## config.mk

```make
export PLATFORM = sky130hd
export DESIGN_NAME = fps_sequencer
export DESIGN_NICKNAME = d
export VERILOG_FILES = /design/src/core/fps_pkg.sv /design/src/core/fps_latch_if.sv /design/src/core/fps_latch_buf.sv /design/src/core/fps_cycle_timer.sv /design/src/core/fps_sequencer.sv
export SDC_FILE = /design/constraint.sdc
export NUM_CORES = 2
export LEC_CHECK = 0
export BUFFER_PORTS_ARGS = -buffer_cell sky130_fd_sc_hd__buf_2
export CAP_MARGIN = 30
export CELL_PAD_IN_SITES_DETAIL_PLACEMENT = 1
export CELL_PAD_IN_SITES_GLOBAL_PLACEMENT = 2
export CORE_UTILIZATION = 44
export DETAILED_ROUTE_END_ITERATION = 10
export GPL_TIMING_DRIVEN = 0
export PLACE_DENSITY_LB_ADDON = 0.1
export SETUP_SLACK_MARGIN = 0.2
export SYNTH_ARGS = -nofsm -noshare
export SYNTH_HDL_FRONTEND = slang
export SYNTH_SLANG_ARGS = --single-unit
```

## constraint.sdc

```tcl
create_clock -name i_clk -period 3.6 [get_ports i_clk]
set_clock_uncertainty 0.15 [all_clocks]
set_input_delay 0.18 -clock i_clk [delete_from_list [all_inputs] [get_ports i_clk]]
set_output_delay 0.18 -clock i_clk [all_outputs]
set_load 0.05 [all_outputs]
```

## src/core/fps_pkg.sv

```systemverilog
// Constants, register map and state codes for the flash erase/program sequencer
//------------------------------------------------------------------------------
// Function
// - Erase clears the whole eight-row page
// - One page spans 512 instructions
// - Row program writes 64 latched instructions
// - Page erase: select 0010 with erase bit
// - No operation runs without the key sequence
// - Go after unlock starts cycle, stalls CPU
// - Hardware clears go when the cycle ends
// - Row program: select 0001, erase bit clear
// - Key register upper byte reads zero
// - Key register low byte is write-only
// - Other select codes perform no operation
// - Table writes fill latch, then pointer increments
// - Failed or improper start sets error flag
//------------------------------------------------------------------------------
package fps_pkg;

	// Bus widths
	localparam int ADDR_W = 4;
	localparam int DATA_W = 16;
	localparam int WORD_W = 24;
	localparam int FADDR_W = 24;

	// Register indices on the plain register port
	localparam logic [3:0] REG_OP_CONTROL = 4'h0;
	localparam logic [3:0] REG_UNLOCK_KEY = 4'h1;
	localparam logic [3:0] REG_PAGE_POINTER = 4'h2;
	localparam logic [3:0] REG_TABLE_OFFSET = 4'h3;
	localparam logic [3:0] REG_WRITE_LOW = 4'h4;
	localparam logic [3:0] REG_WRITE_HIGH = 4'h5;

	// Control register field positions
	localparam int CTL_GO_BIT = 15;
	localparam int CTL_PERMIT_BIT = 14;
	localparam int CTL_ERROR_BIT = 13;
	localparam int CTL_ERASE_BIT = 6;
	localparam int CTL_OP_LSB = 0;
	localparam int CTL_OP_W = 4;

	// Reset values
	localparam logic [15:0] CTL_RESET = 16'h0000;
	localparam logic [15:0] KEY_RESET = 16'h0000;
	localparam logic [7:0] PAGE_RESET = 8'h00;
	localparam logic [15:0] OFFSET_RESET = 16'h0000;

	// Operation select codes
	localparam logic [3:0] OP_PAGE_ERASE = 4'h2;
	localparam logic [3:0] OP_ROW_PROGRAM = 4'h1;

	// Unlock keys
	localparam logic [7:0] KEY_FIRST = 8'h55;
	localparam logic [7:0] KEY_SECOND = 8'haa;

	// Geometry: each instruction takes two address units
	localparam int ROW_INSTR = 64;
	localparam int PAGE_ROWS = 8;
	localparam int PAGE_INSTR = ROW_INSTR * PAGE_ROWS;
	localparam int ROW_ALIGN_BITS = 7;
	localparam int PAGE_ALIGN_BITS = 10;
	localparam logic [15:0] INSTR_STEP = 16'h0002;

	// Clock
	localparam int CLK_PERIOD_NS = 8;

	// Minimum-time conversion, rounded up and never below one cycle
	function automatic int us_to_cycles(input int t_us);
		int c;
		c = (t_us * 1000 + CLK_PERIOD_NS - 1) / CLK_PERIOD_NS;
		return (c < 1) ? 1 : c;
	endfunction

	// Key tracking states
	typedef enum logic [1:0] {
		FPS_KEY_IDLE = 2'b00,
		FPS_KEY_FIRST = 2'b01,
		FPS_KEY_ARMED = 2'b11
	} fps_key_e;

	// Operation states, Gray along idle-stream-wait-done
	typedef enum logic [1:0] {
		FPS_OP_IDLE = 2'b00,
		FPS_OP_STREAM = 2'b01,
		FPS_OP_WAIT = 2'b11,
		FPS_OP_DONE = 2'b10
	} fps_op_e;

endpackage

```

## src/core/fps_latch_if.sv

```systemverilog
// Interface between the sequencer and its program holding latches
`timescale 1ns/100ps
interface fps_latch_if #(
	parameter int IDX_W = 6
);
	logic [IDX_W-1:0] wr_idx; // Latch selected by the table pointer
	logic wr_low; // Load low instruction word
	logic wr_high; // Load high instruction byte
	logic [15:0] wr_low_data; // Low word data
	logic [7:0] wr_high_data; // High byte data
	logic [IDX_W-1:0] rd_idx; // Latch read during row program
	logic [23:0] rd_data; // Registered read data, one cycle later

	// Sequencer side
	modport seq (
		output wr_idx, wr_low, wr_high, wr_low_data, wr_high_data, rd_idx,
		input rd_data
	);

	// Latch array side
	modport mem (
		input wr_idx, wr_low, wr_high, wr_low_data, wr_high_data, rd_idx,
		output rd_data
	);
endinterface

```

## src/core/fps_latch_buf.sv

```systemverilog
// Program holding latches: one row of instructions, low word and high byte
`timescale 1ns/100ps
module fps_latch_buf #(
	parameter int DEPTH = 64,
	parameter int IDX_W = 6
) (
	// Clock and reset
	input wire logic i_clk,
	input wire logic i_reset,
	// Latch port
	fps_latch_if.mem lat
);
	// Refuse a depth that the index cannot address exactly
	if (DEPTH != (1 << IDX_W)) begin : g_chk
		$error("fps_latch_buf: DEPTH must equal 2**IDX_W");
	end

	logic [23:0] mem [DEPTH]; // Latch storage, left as written between rows
	logic [23:0] rd_q; // Registered read

	// Low word and high byte load separately, as the two table writes do
	always_ff @(posedge i_clk) begin
		if (lat.wr_low) begin
			mem[lat.wr_idx][15:0] <= lat.wr_low_data;
		end
		if (lat.wr_high) begin
			mem[lat.wr_idx][23:16] <= lat.wr_high_data;
		end
	end

	// Read one cycle after the index is presented
	always_ff @(posedge i_clk) begin
		if (i_reset) begin
			rd_q <= 24'h000000;
		end else begin
			rd_q <= mem[lat.rd_idx];
		end
	end

	assign lat.rd_data = rd_q;
endmodule

```

## src/core/fps_cycle_timer.sv

```systemverilog
// Down counter that times one erase or program cell cycle
`timescale 1ns/100ps
module fps_cycle_timer #(
	parameter int CNT_W = 32
) (
	// Clock and reset
	input wire logic i_clk,
	input wire logic i_reset,
	// Control
	input wire logic i_load,
	input wire logic [CNT_W-1:0] i_cycles,
	// Status
	output logic o_done
);
	if (CNT_W < 2) begin : g_chk
		$error("fps_cycle_timer: CNT_W too small");
	end

	logic [CNT_W-1:0] count; // Cycles left
	logic running; // Timing in progress
	wire last = running && (count == {{(CNT_W-1){1'b0}}, 1'b1});

	// Load starts timing; done pulses in the cycle after the last count
	always_ff @(posedge i_clk) begin
		if (i_reset) begin
			count <= '0;
			running <= 1'b0;
			o_done <= 1'b0;
		end else begin
			o_done <= last;
			if (i_load) begin
				count <= i_cycles;
				running <= 1'b1;
			end else if (last) begin
				count <= '0;
				running <= 1'b0;
			end else if (running) begin
				count <= count - {{(CNT_W-1){1'b0}}, 1'b1};
			end
		end
	end
endmodule

```

## src/core/fps_sequencer.sv

```systemverilog
// Flash erase/program sequencer top: registers, unlock, operation control
//
// Our own choices: the address-and-strobe port and the address map.
`timescale 1ns/100ps
module fps_sequencer #(
	parameter int ERASE_TIME_US = 20000,
	parameter int PROG_TIME_US = 2000,
	parameter int ERASE_CYCLES = fps_pkg::us_to_cycles(ERASE_TIME_US),
	parameter int PROG_CYCLES = fps_pkg::us_to_cycles(PROG_TIME_US)
) (
	// Clock and reset
	input wire logic i_clk,
	input wire logic i_reset,
	// Register port
	input wire logic [fps_pkg::ADDR_W-1:0] i_addr,
	input wire logic [fps_pkg::DATA_W-1:0] i_wdata,
	input wire logic i_wr,
	input wire logic i_rd,
	output logic [fps_pkg::DATA_W-1:0] o_rdata,
	// Flash array side
	output logic [fps_pkg::FADDR_W-1:0] o_flash_addr,
	output logic o_flash_erase,
	output logic o_flash_prog,
	output logic [fps_pkg::WORD_W-1:0] o_flash_wdata,
	output logic o_flash_wstrobe,
	// CPU side
	output logic o_cpu_stall
);
	//--------------------------------------------------------------------------
	// Elaboration checks
	//--------------------------------------------------------------------------
	if (ERASE_CYCLES < 1 || PROG_CYCLES < 1) begin : g_chk
		$error("fps_sequencer: cycle counts must be at least one");
	end

	localparam int IDX_W = 6; // Row latch index width
	localparam int CNT_W = 32; // Timer width
	localparam logic [CNT_W-1:0] ERASE_CNT = CNT_W'(ERASE_CYCLES);
	localparam logic [CNT_W-1:0] PROG_CNT = CNT_W'(PROG_CYCLES);
	localparam logic [IDX_W-1:0] LAST_IDX = IDX_W'(fps_pkg::ROW_INSTR - 1);

	//--------------------------------------------------------------------------
	// Registers
	//--------------------------------------------------------------------------
	logic go; // Operation in progress, cleared by hardware
	logic write_permit; // Software permit for erase/program
	logic sequence_error_flag; // Sticky improper-start flag
	logic erase_sel; // Erase when set, program when clear
	logic [3:0] flash_op_select; // Operation code
	logic [7:0] table_page_pointer; // Upper address byte
	logic [15:0] table_offset; // In-page pointer, post-increments
	logic [fps_pkg::FADDR_W-1:0] latch_addr; // Pointer at the last latch load
	fps_pkg::fps_key_e key_state; // Unlock progress
	fps_pkg::fps_op_e op_state; // Operation progress
	logic [IDX_W-1:0] rd_idx; // Next latch to stream
	logic pend; // Latch data arrives this cycle
	logic [IDX_W-1:0] pend_idx; // Index of the arriving data
	logic [fps_pkg::FADDR_W-1:0] op_base; // Page or row base address
	logic timer_load; // Start cell timing
	logic [CNT_W-1:0] timer_cycles; // Count for cell timing
	logic timer_done; // Cell timing complete

	//--------------------------------------------------------------------------
	// Decode
	//--------------------------------------------------------------------------
	wire idle = (op_state == fps_pkg::FPS_OP_IDLE);
	wire wr_ctl = i_wr && (i_addr == fps_pkg::REG_OP_CONTROL) && idle;
	wire wr_key = i_wr && (i_addr == fps_pkg::REG_UNLOCK_KEY);
	wire wr_page = i_wr && (i_addr == fps_pkg::REG_PAGE_POINTER) && idle;
	wire wr_offs = i_wr && (i_addr == fps_pkg::REG_TABLE_OFFSET) && idle;
	wire wr_low = i_wr && (i_addr == fps_pkg::REG_WRITE_LOW) && idle;
	wire wr_high = i_wr && (i_addr == fps_pkg::REG_WRITE_HIGH) && idle;
	wire [3:0] w_op = i_wdata[fps_pkg::CTL_OP_LSB +: fps_pkg::CTL_OP_W];
	wire w_erase = i_wdata[fps_pkg::CTL_ERASE_BIT];
	wire w_permit = i_wdata[fps_pkg::CTL_PERMIT_BIT];
	wire go_req = wr_ctl && i_wdata[fps_pkg::CTL_GO_BIT];
	wire armed = (key_state == fps_pkg::FPS_KEY_ARMED);
	// Only the two documented codes name an operation; the rest do nothing
	wire is_erase = w_erase && (w_op == fps_pkg::OP_PAGE_ERASE);
	wire is_prog = !w_erase && (w_op == fps_pkg::OP_ROW_PROGRAM);
	// Start needs the keys immediately before and the permit bit
	wire start = go_req && armed && w_permit && (is_erase || is_prog);
	wire start_erase = start && is_erase;
	wire start_prog = start && is_prog;
	// A go attempt without unlock or permit is a failed set attempt
	wire fail = go_req && !(armed && w_permit);
	wire [fps_pkg::FADDR_W-1:0] cur_addr = {table_page_pointer, table_offset};
	wire stream_last = (op_state == fps_pkg::FPS_OP_STREAM) && (rd_idx == LAST_IDX);
	wire [15:0] next_offset = table_offset + fps_pkg::INSTR_STEP;

	// Base address aligned to the page for erase, the row for program
	function automatic logic [fps_pkg::FADDR_W-1:0] align(
		input logic [fps_pkg::FADDR_W-1:0] a, input int bits);
		logic [fps_pkg::FADDR_W-1:0] m;
		m = '1;
		m = m << bits;
		return a & m;
	endfunction

	wire [fps_pkg::FADDR_W-1:0] page_base = align(cur_addr, fps_pkg::PAGE_ALIGN_BITS);
	wire [fps_pkg::FADDR_W-1:0] row_base = align(latch_addr, fps_pkg::ROW_ALIGN_BITS);

	// Readback: key reads zero, unmapped reads zero
	wire [15:0] ctl_rd = {go, write_permit, sequence_error_flag, 6'h00, erase_sel,
		2'h0, flash_op_select};
	wire [15:0] next_rdata =
		(i_addr == fps_pkg::REG_OP_CONTROL) ? ctl_rd :
		(i_addr == fps_pkg::REG_PAGE_POINTER) ? {8'h00, table_page_pointer} :
		(i_addr == fps_pkg::REG_TABLE_OFFSET) ? table_offset :
		16'h0000;

	//--------------------------------------------------------------------------
	// Latches and timer
	//--------------------------------------------------------------------------
	fps_latch_if #(.IDX_W(IDX_W)) lat_if ();

	assign lat_if.wr_idx = table_offset[IDX_W:1];
	assign lat_if.wr_low = wr_low;
	assign lat_if.wr_high = wr_high;
	assign lat_if.wr_low_data = i_wdata;
	assign lat_if.wr_high_data = i_wdata[7:0];
	assign lat_if.rd_idx = rd_idx;

	fps_latch_buf #(
		.DEPTH(fps_pkg::ROW_INSTR),
		.IDX_W(IDX_W)
	) u_latch (
		.i_clk(i_clk),
		.i_reset(i_reset),
		.lat(lat_if.mem)
	);

	fps_cycle_timer #(
		.CNT_W(CNT_W)
	) u_timer (
		.i_clk(i_clk),
		.i_reset(i_reset),
		.i_load(timer_load),
		.i_cycles(timer_cycles),
		.o_done(timer_done)
	);

	//--------------------------------------------------------------------------
	// Read data
	//--------------------------------------------------------------------------
	// Data stands only in the cycle after the read strobe
	always_ff @(posedge i_clk) begin
		if (i_reset) begin
			o_rdata <= 16'h0000;
		end else begin
			o_rdata <= i_rd ? next_rdata : 16'h0000;
		end
	end

	//--------------------------------------------------------------------------
	// Unlock key tracking
	//--------------------------------------------------------------------------
	// Any write other than the next key drops the unlock, so a go attempt
	// always consumes it and stray writes in between void the sequence
	always_ff @(posedge i_clk) begin
		if (i_reset) begin
			key_state <= fps_pkg::FPS_KEY_IDLE;
		end else if (wr_key && i_wdata[7:0] == fps_pkg::KEY_FIRST) begin
			key_state <= fps_pkg::FPS_KEY_FIRST;
		end else if (wr_key && i_wdata[7:0] == fps_pkg::KEY_SECOND &&
			key_state == fps_pkg::FPS_KEY_FIRST) begin
			key_state <= fps_pkg::FPS_KEY_ARMED;
		end else if (i_wr) begin
			key_state <= fps_pkg::FPS_KEY_IDLE;
		end
	end

	//--------------------------------------------------------------------------
	// Control register
	//--------------------------------------------------------------------------
	// Fields load on a control write while idle; busy writes are ignored
	always_ff @(posedge i_clk) begin
		if (i_reset) begin
			write_permit <= fps_pkg::CTL_RESET[fps_pkg::CTL_PERMIT_BIT];
			erase_sel <= fps_pkg::CTL_RESET[fps_pkg::CTL_ERASE_BIT];
			flash_op_select <= fps_pkg::CTL_RESET[3:0];
		end else if (wr_ctl) begin
			write_permit <= w_permit;
			erase_sel <= w_erase;
			flash_op_select <= w_op;
		end
	end

	// Go sets only on a valid start and clears itself at the end
	always_ff @(posedge i_clk) begin
		if (i_reset) begin
			go <= fps_pkg::CTL_RESET[fps_pkg::CTL_GO_BIT];
		end else if (start) begin
			go <= 1'b1;
		end else if (op_state == fps_pkg::FPS_OP_DONE) begin
			go <= 1'b0;
		end
	end

	// Error flag: set wins over a software clear in the same write
	always_ff @(posedge i_clk) begin
		if (i_reset) begin
			sequence_error_flag <= fps_pkg::CTL_RESET[fps_pkg::CTL_ERROR_BIT];
		end else if (fail) begin
			sequence_error_flag <= 1'b1;
		end else if (wr_ctl && !i_wdata[fps_pkg::CTL_ERROR_BIT]) begin
			sequence_error_flag <= 1'b0;
		end
	end

	//--------------------------------------------------------------------------
	// Table pointer
	//--------------------------------------------------------------------------
	// High-byte write completes an instruction and advances the pointer
	always_ff @(posedge i_clk) begin
		if (i_reset) begin
			table_page_pointer <= fps_pkg::PAGE_RESET;
			table_offset <= fps_pkg::OFFSET_RESET;
			latch_addr <= '0;
		end else begin
			if (wr_page) begin
				table_page_pointer <= i_wdata[7:0];
			end
			// Keep the loaded row: the pointer has moved past it by go time
			if (wr_low || wr_high) begin
				latch_addr <= cur_addr;
			end
			if (wr_offs) begin
				table_offset <= i_wdata;
			end else if (wr_high) begin
				table_offset <= next_offset;
			end
		end
	end

	//--------------------------------------------------------------------------
	// Operation sequencing
	//--------------------------------------------------------------------------
	// Erase goes straight to timing; program streams the row latches first
	always_ff @(posedge i_clk) begin
		if (i_reset) begin
			op_state <= fps_pkg::FPS_OP_IDLE;
			rd_idx <= '0;
			op_base <= '0;
		end else begin
			unique case (op_state)
				fps_pkg::FPS_OP_IDLE: begin
					rd_idx <= '0;
					if (start_erase) begin
						op_base <= page_base;
						op_state <= fps_pkg::FPS_OP_WAIT;
					end else if (start_prog) begin
						op_base <= row_base;
						op_state <= fps_pkg::FPS_OP_STREAM;
					end
				end
				fps_pkg::FPS_OP_STREAM: begin
					rd_idx <= rd_idx + 1'b1;
					if (stream_last) begin
						op_state <= fps_pkg::FPS_OP_WAIT;
					end
				end
				fps_pkg::FPS_OP_WAIT: begin
					if (timer_done) begin
						op_state <= fps_pkg::FPS_OP_DONE;
					end
				end
				fps_pkg::FPS_OP_DONE: begin
					op_state <= fps_pkg::FPS_OP_IDLE;
				end
			endcase
		end
	end

	// Timer loads at an erase start or after the last latch is issued
	always_ff @(posedge i_clk) begin
		if (i_reset) begin
			timer_load <= 1'b0;
			timer_cycles <= '0;
		end else begin
			timer_load <= start_erase || stream_last;
			timer_cycles <= start_erase ? ERASE_CNT : PROG_CNT;
		end
	end

	// Latch read data lags the index by one cycle
	always_ff @(posedge i_clk) begin
		if (i_reset) begin
			pend <= 1'b0;
			pend_idx <= '0;
		end else begin
			pend <= (op_state == fps_pkg::FPS_OP_STREAM);
			pend_idx <= rd_idx;
		end
	end

	//--------------------------------------------------------------------------
	// Flash array and CPU outputs
	//--------------------------------------------------------------------------
	// CPU stalls from the start until the go bit drops
	always_ff @(posedge i_clk) begin
		if (i_reset) begin
			o_cpu_stall <= 1'b0;
			o_flash_erase <= 1'b0;
			o_flash_prog <= 1'b0;
		end else begin
			if (start) begin
				o_cpu_stall <= 1'b1;
			end else if (op_state == fps_pkg::FPS_OP_DONE) begin
				o_cpu_stall <= 1'b0;
			end
			o_flash_erase <= start_erase ||
				(o_flash_erase && op_state != fps_pkg::FPS_OP_DONE);
			o_flash_prog <= start_prog ||
				(o_flash_prog && op_state != fps_pkg::FPS_OP_DONE);
		end
	end

	// Address shows the page base for erase and each row word while streaming
	always_ff @(posedge i_clk) begin
		if (i_reset) begin
			o_flash_addr <= '0;
			o_flash_wdata <= '0;
			o_flash_wstrobe <= 1'b0;
		end else begin
			o_flash_wstrobe <= pend;
			if (start_erase) begin
				o_flash_addr <= page_base;
			end else if (pend) begin
				o_flash_addr <= op_base | {{(fps_pkg::FADDR_W-IDX_W-1){1'b0}}, pend_idx, 1'b0};
				o_flash_wdata <= lat_if.rd_data;
			end
		end
	end
endmodule

```

**Yosys cells after proc, flatten, opt, wreduce, memory -nomap -nowiden**

Memory sizes are Yosys's and may differ from the RTL's. A register that Yosys moved wholly into a read port is not among the register bits.
Index checks and enable logic that the tools add are counted.

- Add/subtract/negate cells: 3
- Equal/unequal tests: 20
- Mux-type cells: 32
- Bitwise logic cells: 4
- Reductions and logical operators: 57

Operators with widths:

| operator | count |
|---|---|
| 24-bit two-way mux | 4 |
| 32-bit two-way mux | 3 |
| 16-bit two-way mux | 5 |
| 32-bit by 1-bit equality test with 1-bit output (second input constant) | 1 |
| 32-bit by 1-bit subtractor with 32-bit output (second input constant) | 1 |
| 1-bit logical AND | 29 |
| 24-bit by 7-bit OR with 24-bit output | 1 |
| 22-bit two-way mux | 1 |
| 16-bit by 2-bit adder with 16-bit output (second input constant) | 1 |
| 2-bit nonzero test | 8 |
| 4-bit by 2-bit equality test with 1-bit output (second input constant) | 3 |
| 2-bit two-way mux | 6 |
| 6-bit one-hot mux with 2 select lines | 1 |
| 1-bit two-way mux | 11 |
| 4-bit by 1-bit equality test with 1-bit output (second input constant) | 2 |
| 4-bit by 3-bit equality test with 1-bit output (second input constant) | 2 |
| 8-bit by 7-bit equality test with 1-bit output (second input constant) | 1 |
| 8-bit equality test (second input constant) | 1 |
| 2-bit one-hot mux with 4 select lines | 1 |
| 6-bit by 1-bit adder with 6-bit output (second input constant) | 1 |
| 2-bit equality test (second input constant) | 3 |
| 6-bit equality test (second input constant) | 1 |
| 3-bit nonzero test | 2 |
| 2-bit OR reduction | 3 |
| 13 further kinds | 24 |

- Bits in registers: 231
- Memory bits (writable): 1536
- Input port bits: 24
- Output and inout port bits: 68
- Word-level logic and storage cells: 146
- Memories kept: 1

Memories:

| name | words | bits a word | read ports | clocked after Yosys merged registers in | write ports | line | text |
|---|---|---|---|---|---|---|---|
| u_latch.mem | 64 | 24 | 1 | 1 | 1 | fps_latch_buf.sv:18 | `logic [23:0] mem [DEPTH];` |

**Logic depth before layout (Yosys ltp)**

- Depth in word-level cells: 11
- Gate-level depth with buffers: 10
- Depth with buffers taken out: 7

**By module**

A second synthesis with hierarchy kept.

- Cell total of the unflattened synthesis: 3644
- Area total of the unflattened synthesis: 67558.5 um^2

Modules (own cells, without submodules):

| module | times used | cells an instance | area each (um^2) | sequential area each (um^2) |
|---|---|---|---|---|
| fps_latch_buf | 1 | 2726 | 59704.8 | 46604.7 |
| fps_sequencer | 1 | 693 | 5994.5 | 3062.9 |
| fps_cycle_timer | 1 | 225 | 1859.3 | 680.7 |

**Worst setup path before layout**

No wires, ideal clock.

- Path kind: flip-flop to flip-flop
- Start point: register op_state[0]
- End point: memory u_latch.mem[63][0] (enable)
- Setup time: 409 ps
- Data arrival time: 2901 ps
- Required time: 3041 ps
- Setup slack: 140 ps
- Stages on the path, launching flop included: 6
- Buffers on the path: 2
- Period minus slack after synthesis: 3460 ps
- Path through: dfxtp_1 > nor4b_2 > nand2_1 > buf_1 > clkbuf_1 > nor3_1

- Longest elaborated chain between the ends: 4

RTL lines:

| what | line | text |
|---|---|---|
| from (decl) | fps_sequencer.sv:54 | `fps_pkg::fps_op_e op_state;` |
| from (signal assigned) | fps_sequencer.sv:242 | `op_state <= fps_pkg::FPS_OP_IDLE;` |
| from (signal assigned) | fps_sequencer.sv:251 | `op_state <= fps_pkg::FPS_OP_WAIT;` |
| from (signal assigned) | fps_sequencer.sv:254 | `op_state <= fps_pkg::FPS_OP_STREAM;` |
| 2-bit logical NOT | fps_sequencer.sv:66 | `wire idle = (op_state == fps_pkg::FPS_OP_IDLE);` |
| 1-bit logical AND | fps_sequencer.sv:71 | `wire wr_low = i_wr && (i_addr == fps_pkg::REG_WRITE_LOW) && idle;` |
| 1-bit two-way mux | fps_latch_buf.sv:23 | `if (lat.wr_low) begin` |
| 1-bit two-way mux (implied by the code) | fps_latch_buf.sv:24 | `mem[lat.wr_idx][15:0] <= lat.wr_low_data;` |
| to (decl) | fps_latch_buf.sv:18 |  |

No other way between the ends.

==> results.md <==
- Result of the run: complete, no violations
- Number of distinct library cells after synthesis: 72
- CP Launch Type: flop
- DP HPWL: 158200 um
- CTS clk-pin slew, worst paths: 70 ps
- Filler cell count: ~14000
- WL/cell: 35.42 um
- Post-synth EDFFs: between 1500 and 2000
- Main combinational cell family by area after synthesis: multiplexers
- Die ar.: 155100 um2
- Port bufs: 89
- Peak Freq: 282.9 MHz
- Post-synth net total: 3802
- R2R setup slack: 70 ps
- Post-synth top cells: 1536 x edfxtp_1, 288 x mux4_2, 267 x nor2_1
- Period utilization: 98.18%
- Total gr overflow: 0
- Post-synth ARST share: 0%
- Slew @ Worst Pin: 1116 ps
- Cell area after synthesis: 67560 um2
- Flops & latches, synth: 1747
- Yosys top cell by area: edfxtp_1
- Die height: 393.9 um
- First-pass GRT wire length: 314300 um
- RePlAce Congestion: 0.8459
- Gr usage total: between 20 and 30%
- Clock latency at the later pin of the worst-skew pair: around 840 ps
- Max Slew Vio Count: 0
- Pwr Density: 517.9 nW/um2
- CTS Buffer Depth: 3
- Syn Inst Count: between 3000 and 4000
- Ys flop type: edfxtp_1
- Post-Route WL: ~230000 um
- Synth Area in Compound Gates: under 10%
- Synth Area in Simple Gates: 4.924%
- I/O pin cnt: 92
- Initial antenna violation count: 10
- Max-capacitance violation count: 0
- Layout cell share with drive strength beyond 1: a little over a quarter
- Core area: roughly 150000 um2
- RSZ-0062 raised after global routing: yes
- Nets: about 4300
- Row count: 143
- CP required: 4220 ps
- Yosys warns: 0
- Die width: 393.9 um
- Drc violations: 0
- Final core area utilization: 53.01%
- Final Hold Fails: 0
- H-tree depth: 4
- Number of global-route vias before repair: 39364
- DRT iter0 DRCs: 4470
- CP Class: reg -> reg
- Area contributors post-synth: edfxtp_1 68%, mux4_2 9.6%, dfxtp_1 6.3%
- Pleak: between 20 and 30 nW
- Clock Tree Root: clkbuf_16
- Post-synthesis adder-cell area fraction: less than 1%
- Endpoint type of the worst setup path: flop
- First-pass DRT Iterations: 5
- Rel. slew slack: 25.59%
- Final ANT Viol Nets: 0
- Top cell type's share of synthesized area: 68.27%
- Register area share after synthesis: 74.52%
- Num CTS Buffers: between 150 and 200
- Final worst path period need: ~3500 ps
- Vias: 39231
- Final setup fails: 0
- Syn avg cell area: between 15 and 20 um2
- Cell with the most instances after synthesis: edfxtp_1
- TritonCTS clock tree: built
- Synth Area in XOR/XNOR: 0.3500%
- CTS Sinks: around 1700
- Critical-path maximum fanout: 10
- Hold_ws: roughly 200 ps
- Largest net degree at the start of global routing: 105
- Area growth syn-to-layout: 19.46%
- Mux share of post-synthesis cell area: around 14%
- Type of the worst min-delay path: in -> reg
- Via density: between 6 and 7
- Starting density of the core: between 40% and 50%
- Max IR drop VDD: 0.4760 mV
- Worst EP arrival: ~4200 ps
[cells in the final DEF, fill, tap and decap left out, types with 68 or more instances in the layout]
cell type | Yosys | final
nor2_1 | 267 | 152
mux4_2 | 288 | 288
mux2i_1 | 262 | 252
dfxtp_1 | 211 | 211
clkbuf_1 | 139 | 146
clkbuf_16 | 0 | 185
buf_4 | 5 | 68
o22ai_1 | 84 | 79
a21oi_1 | 95 | 95
edfxtp_1 | 1536 | 1536
nand3_1 | 83 | 80
nand2_1 | 136 | 130
buf_8 | 0 | 71
buf_2 | 70 | 101
[layer usage]
layer  GRT usage [%]  vias to the layer above  wire length, um  share of wire (%)
met5               0                        -               22             0.0097
met4           8.011                        4             5846                2.6
met3           4.836                      295            17560                7.7
met2           46.24                     1653           107400                 47
met1           42.01                    21122            96400                 42
li1                -                    16157                -                  -
[report_power, final]
part | total (W) | switching (W) | internal [W]
logic | 0.00143 | 0.000980 | 0.000454
clock network | 0.0183 | 0.00803 | 0.0103
registers | 0.0221 | 0.0000283 | 0.0220
total | 0.0418 | 0.00904 | 0.0328
[worst max-delay path, cell delays in order (launching register included)]
cell and delay [ps]:
dfxtp_1 320, clkbuf_2 290, clkbuf_1 340, buf_8 240
buf_4 330, buf_6 310, buf_1 330, buf_8 220
o22ai_1 150, nor3_2 500, a22o_1 230
[area by class of cell]
cell class	instances	area, um2	share of cell area, %
tap	2030	2540	3.147
inverter	14	53.80	0.06666
buffer	245	1473	1.825
timing repair buffer	281	3412	4.227
multi-input combinational	1766	17190	21.29
antenna	3	7.507	0.009301
clock inverter	78	700.7	0.8681
sequential	1747	50350	62.38
clock buffer	252	4991	6.184
[cells by family after synthesis]
kind of cell	count (synthesis)
and+or+nand+nor	704
xor gates and xnor gates	27
AOI/OAI and AO/OA	458
buffers and inverters	261
adders and majority gates	4
muxes	572
DFF	1747
other	1
[stage by stage]
stage	setup slack (ps)	TNS (ps)	power, W	cells	instance area (um2)
6_report	65.41	0	0.04180	6416	80710
5_1_grt	150.3	0	0.04273	6413	80700
4_1_cts	44.64	0	0.04200	6388	80220
3_5_place_dp	-1323	-383160	0.02384	6016	72980
3_3_place_gp	-1738	-1472570	0.02378	5893	70550
2_1_floorplan	630.0	0	0.02305	3774	67570
[worst paths after layout]
check | from | endpoint | depth (start not counted)
worst max-delay path | lat_if.rd_idx[2]$_SDFFE_PP0P_ | u_latch.lat.rd_data[16]$_SDFF_PP0_ | 10
worst min-delay path | i_wdata[0] | u_latch.mem[42][0]$_DFFE_PP_ | 2
worst max register to register | lat_if.rd_idx[2]$_SDFFE_PP0P_ | u_latch.lat.rd_data[16]$_SDFF_PP0_ | 10
worst min register to register | u_latch.lat.rd_data[5]$_SDFF_PP0_ | o_flash_wdata[5]$_SDFFE_PP0P_ | 2
[sequential cells by signal, indices dropped and copies added, names as in the netlist, 2 cells and up]
signal and flops:
o_flash_addr 23, timer_cycles 3, o_flash_wdata 24, u_latch.mem 1536
lat_if.rd_idx 6, table_offset 16, o_rdata 16, key_state 2
flash_op_select 4, pend_idx 6, latch_addr 17, u_latch.lat.rd_data 24
table_page_pointer 8, u_timer.count 32, op_state 2, op_base 17
[what timing repair did]
| item | 4_1_cts | 5_1_grt |
|---|---|---|
| gates resized for setup | 330 | 72 |
| setup endpoints to repair | 1537 | 641 |
| pin swaps | 8 | 18 |
| hold buffers | 25 | 0 |
| setup buffers | 19 | 21 |
| endpoints found under the hold margin | 1197 | 0 |
Note: power is estimated with default switching activity, not from simulation.
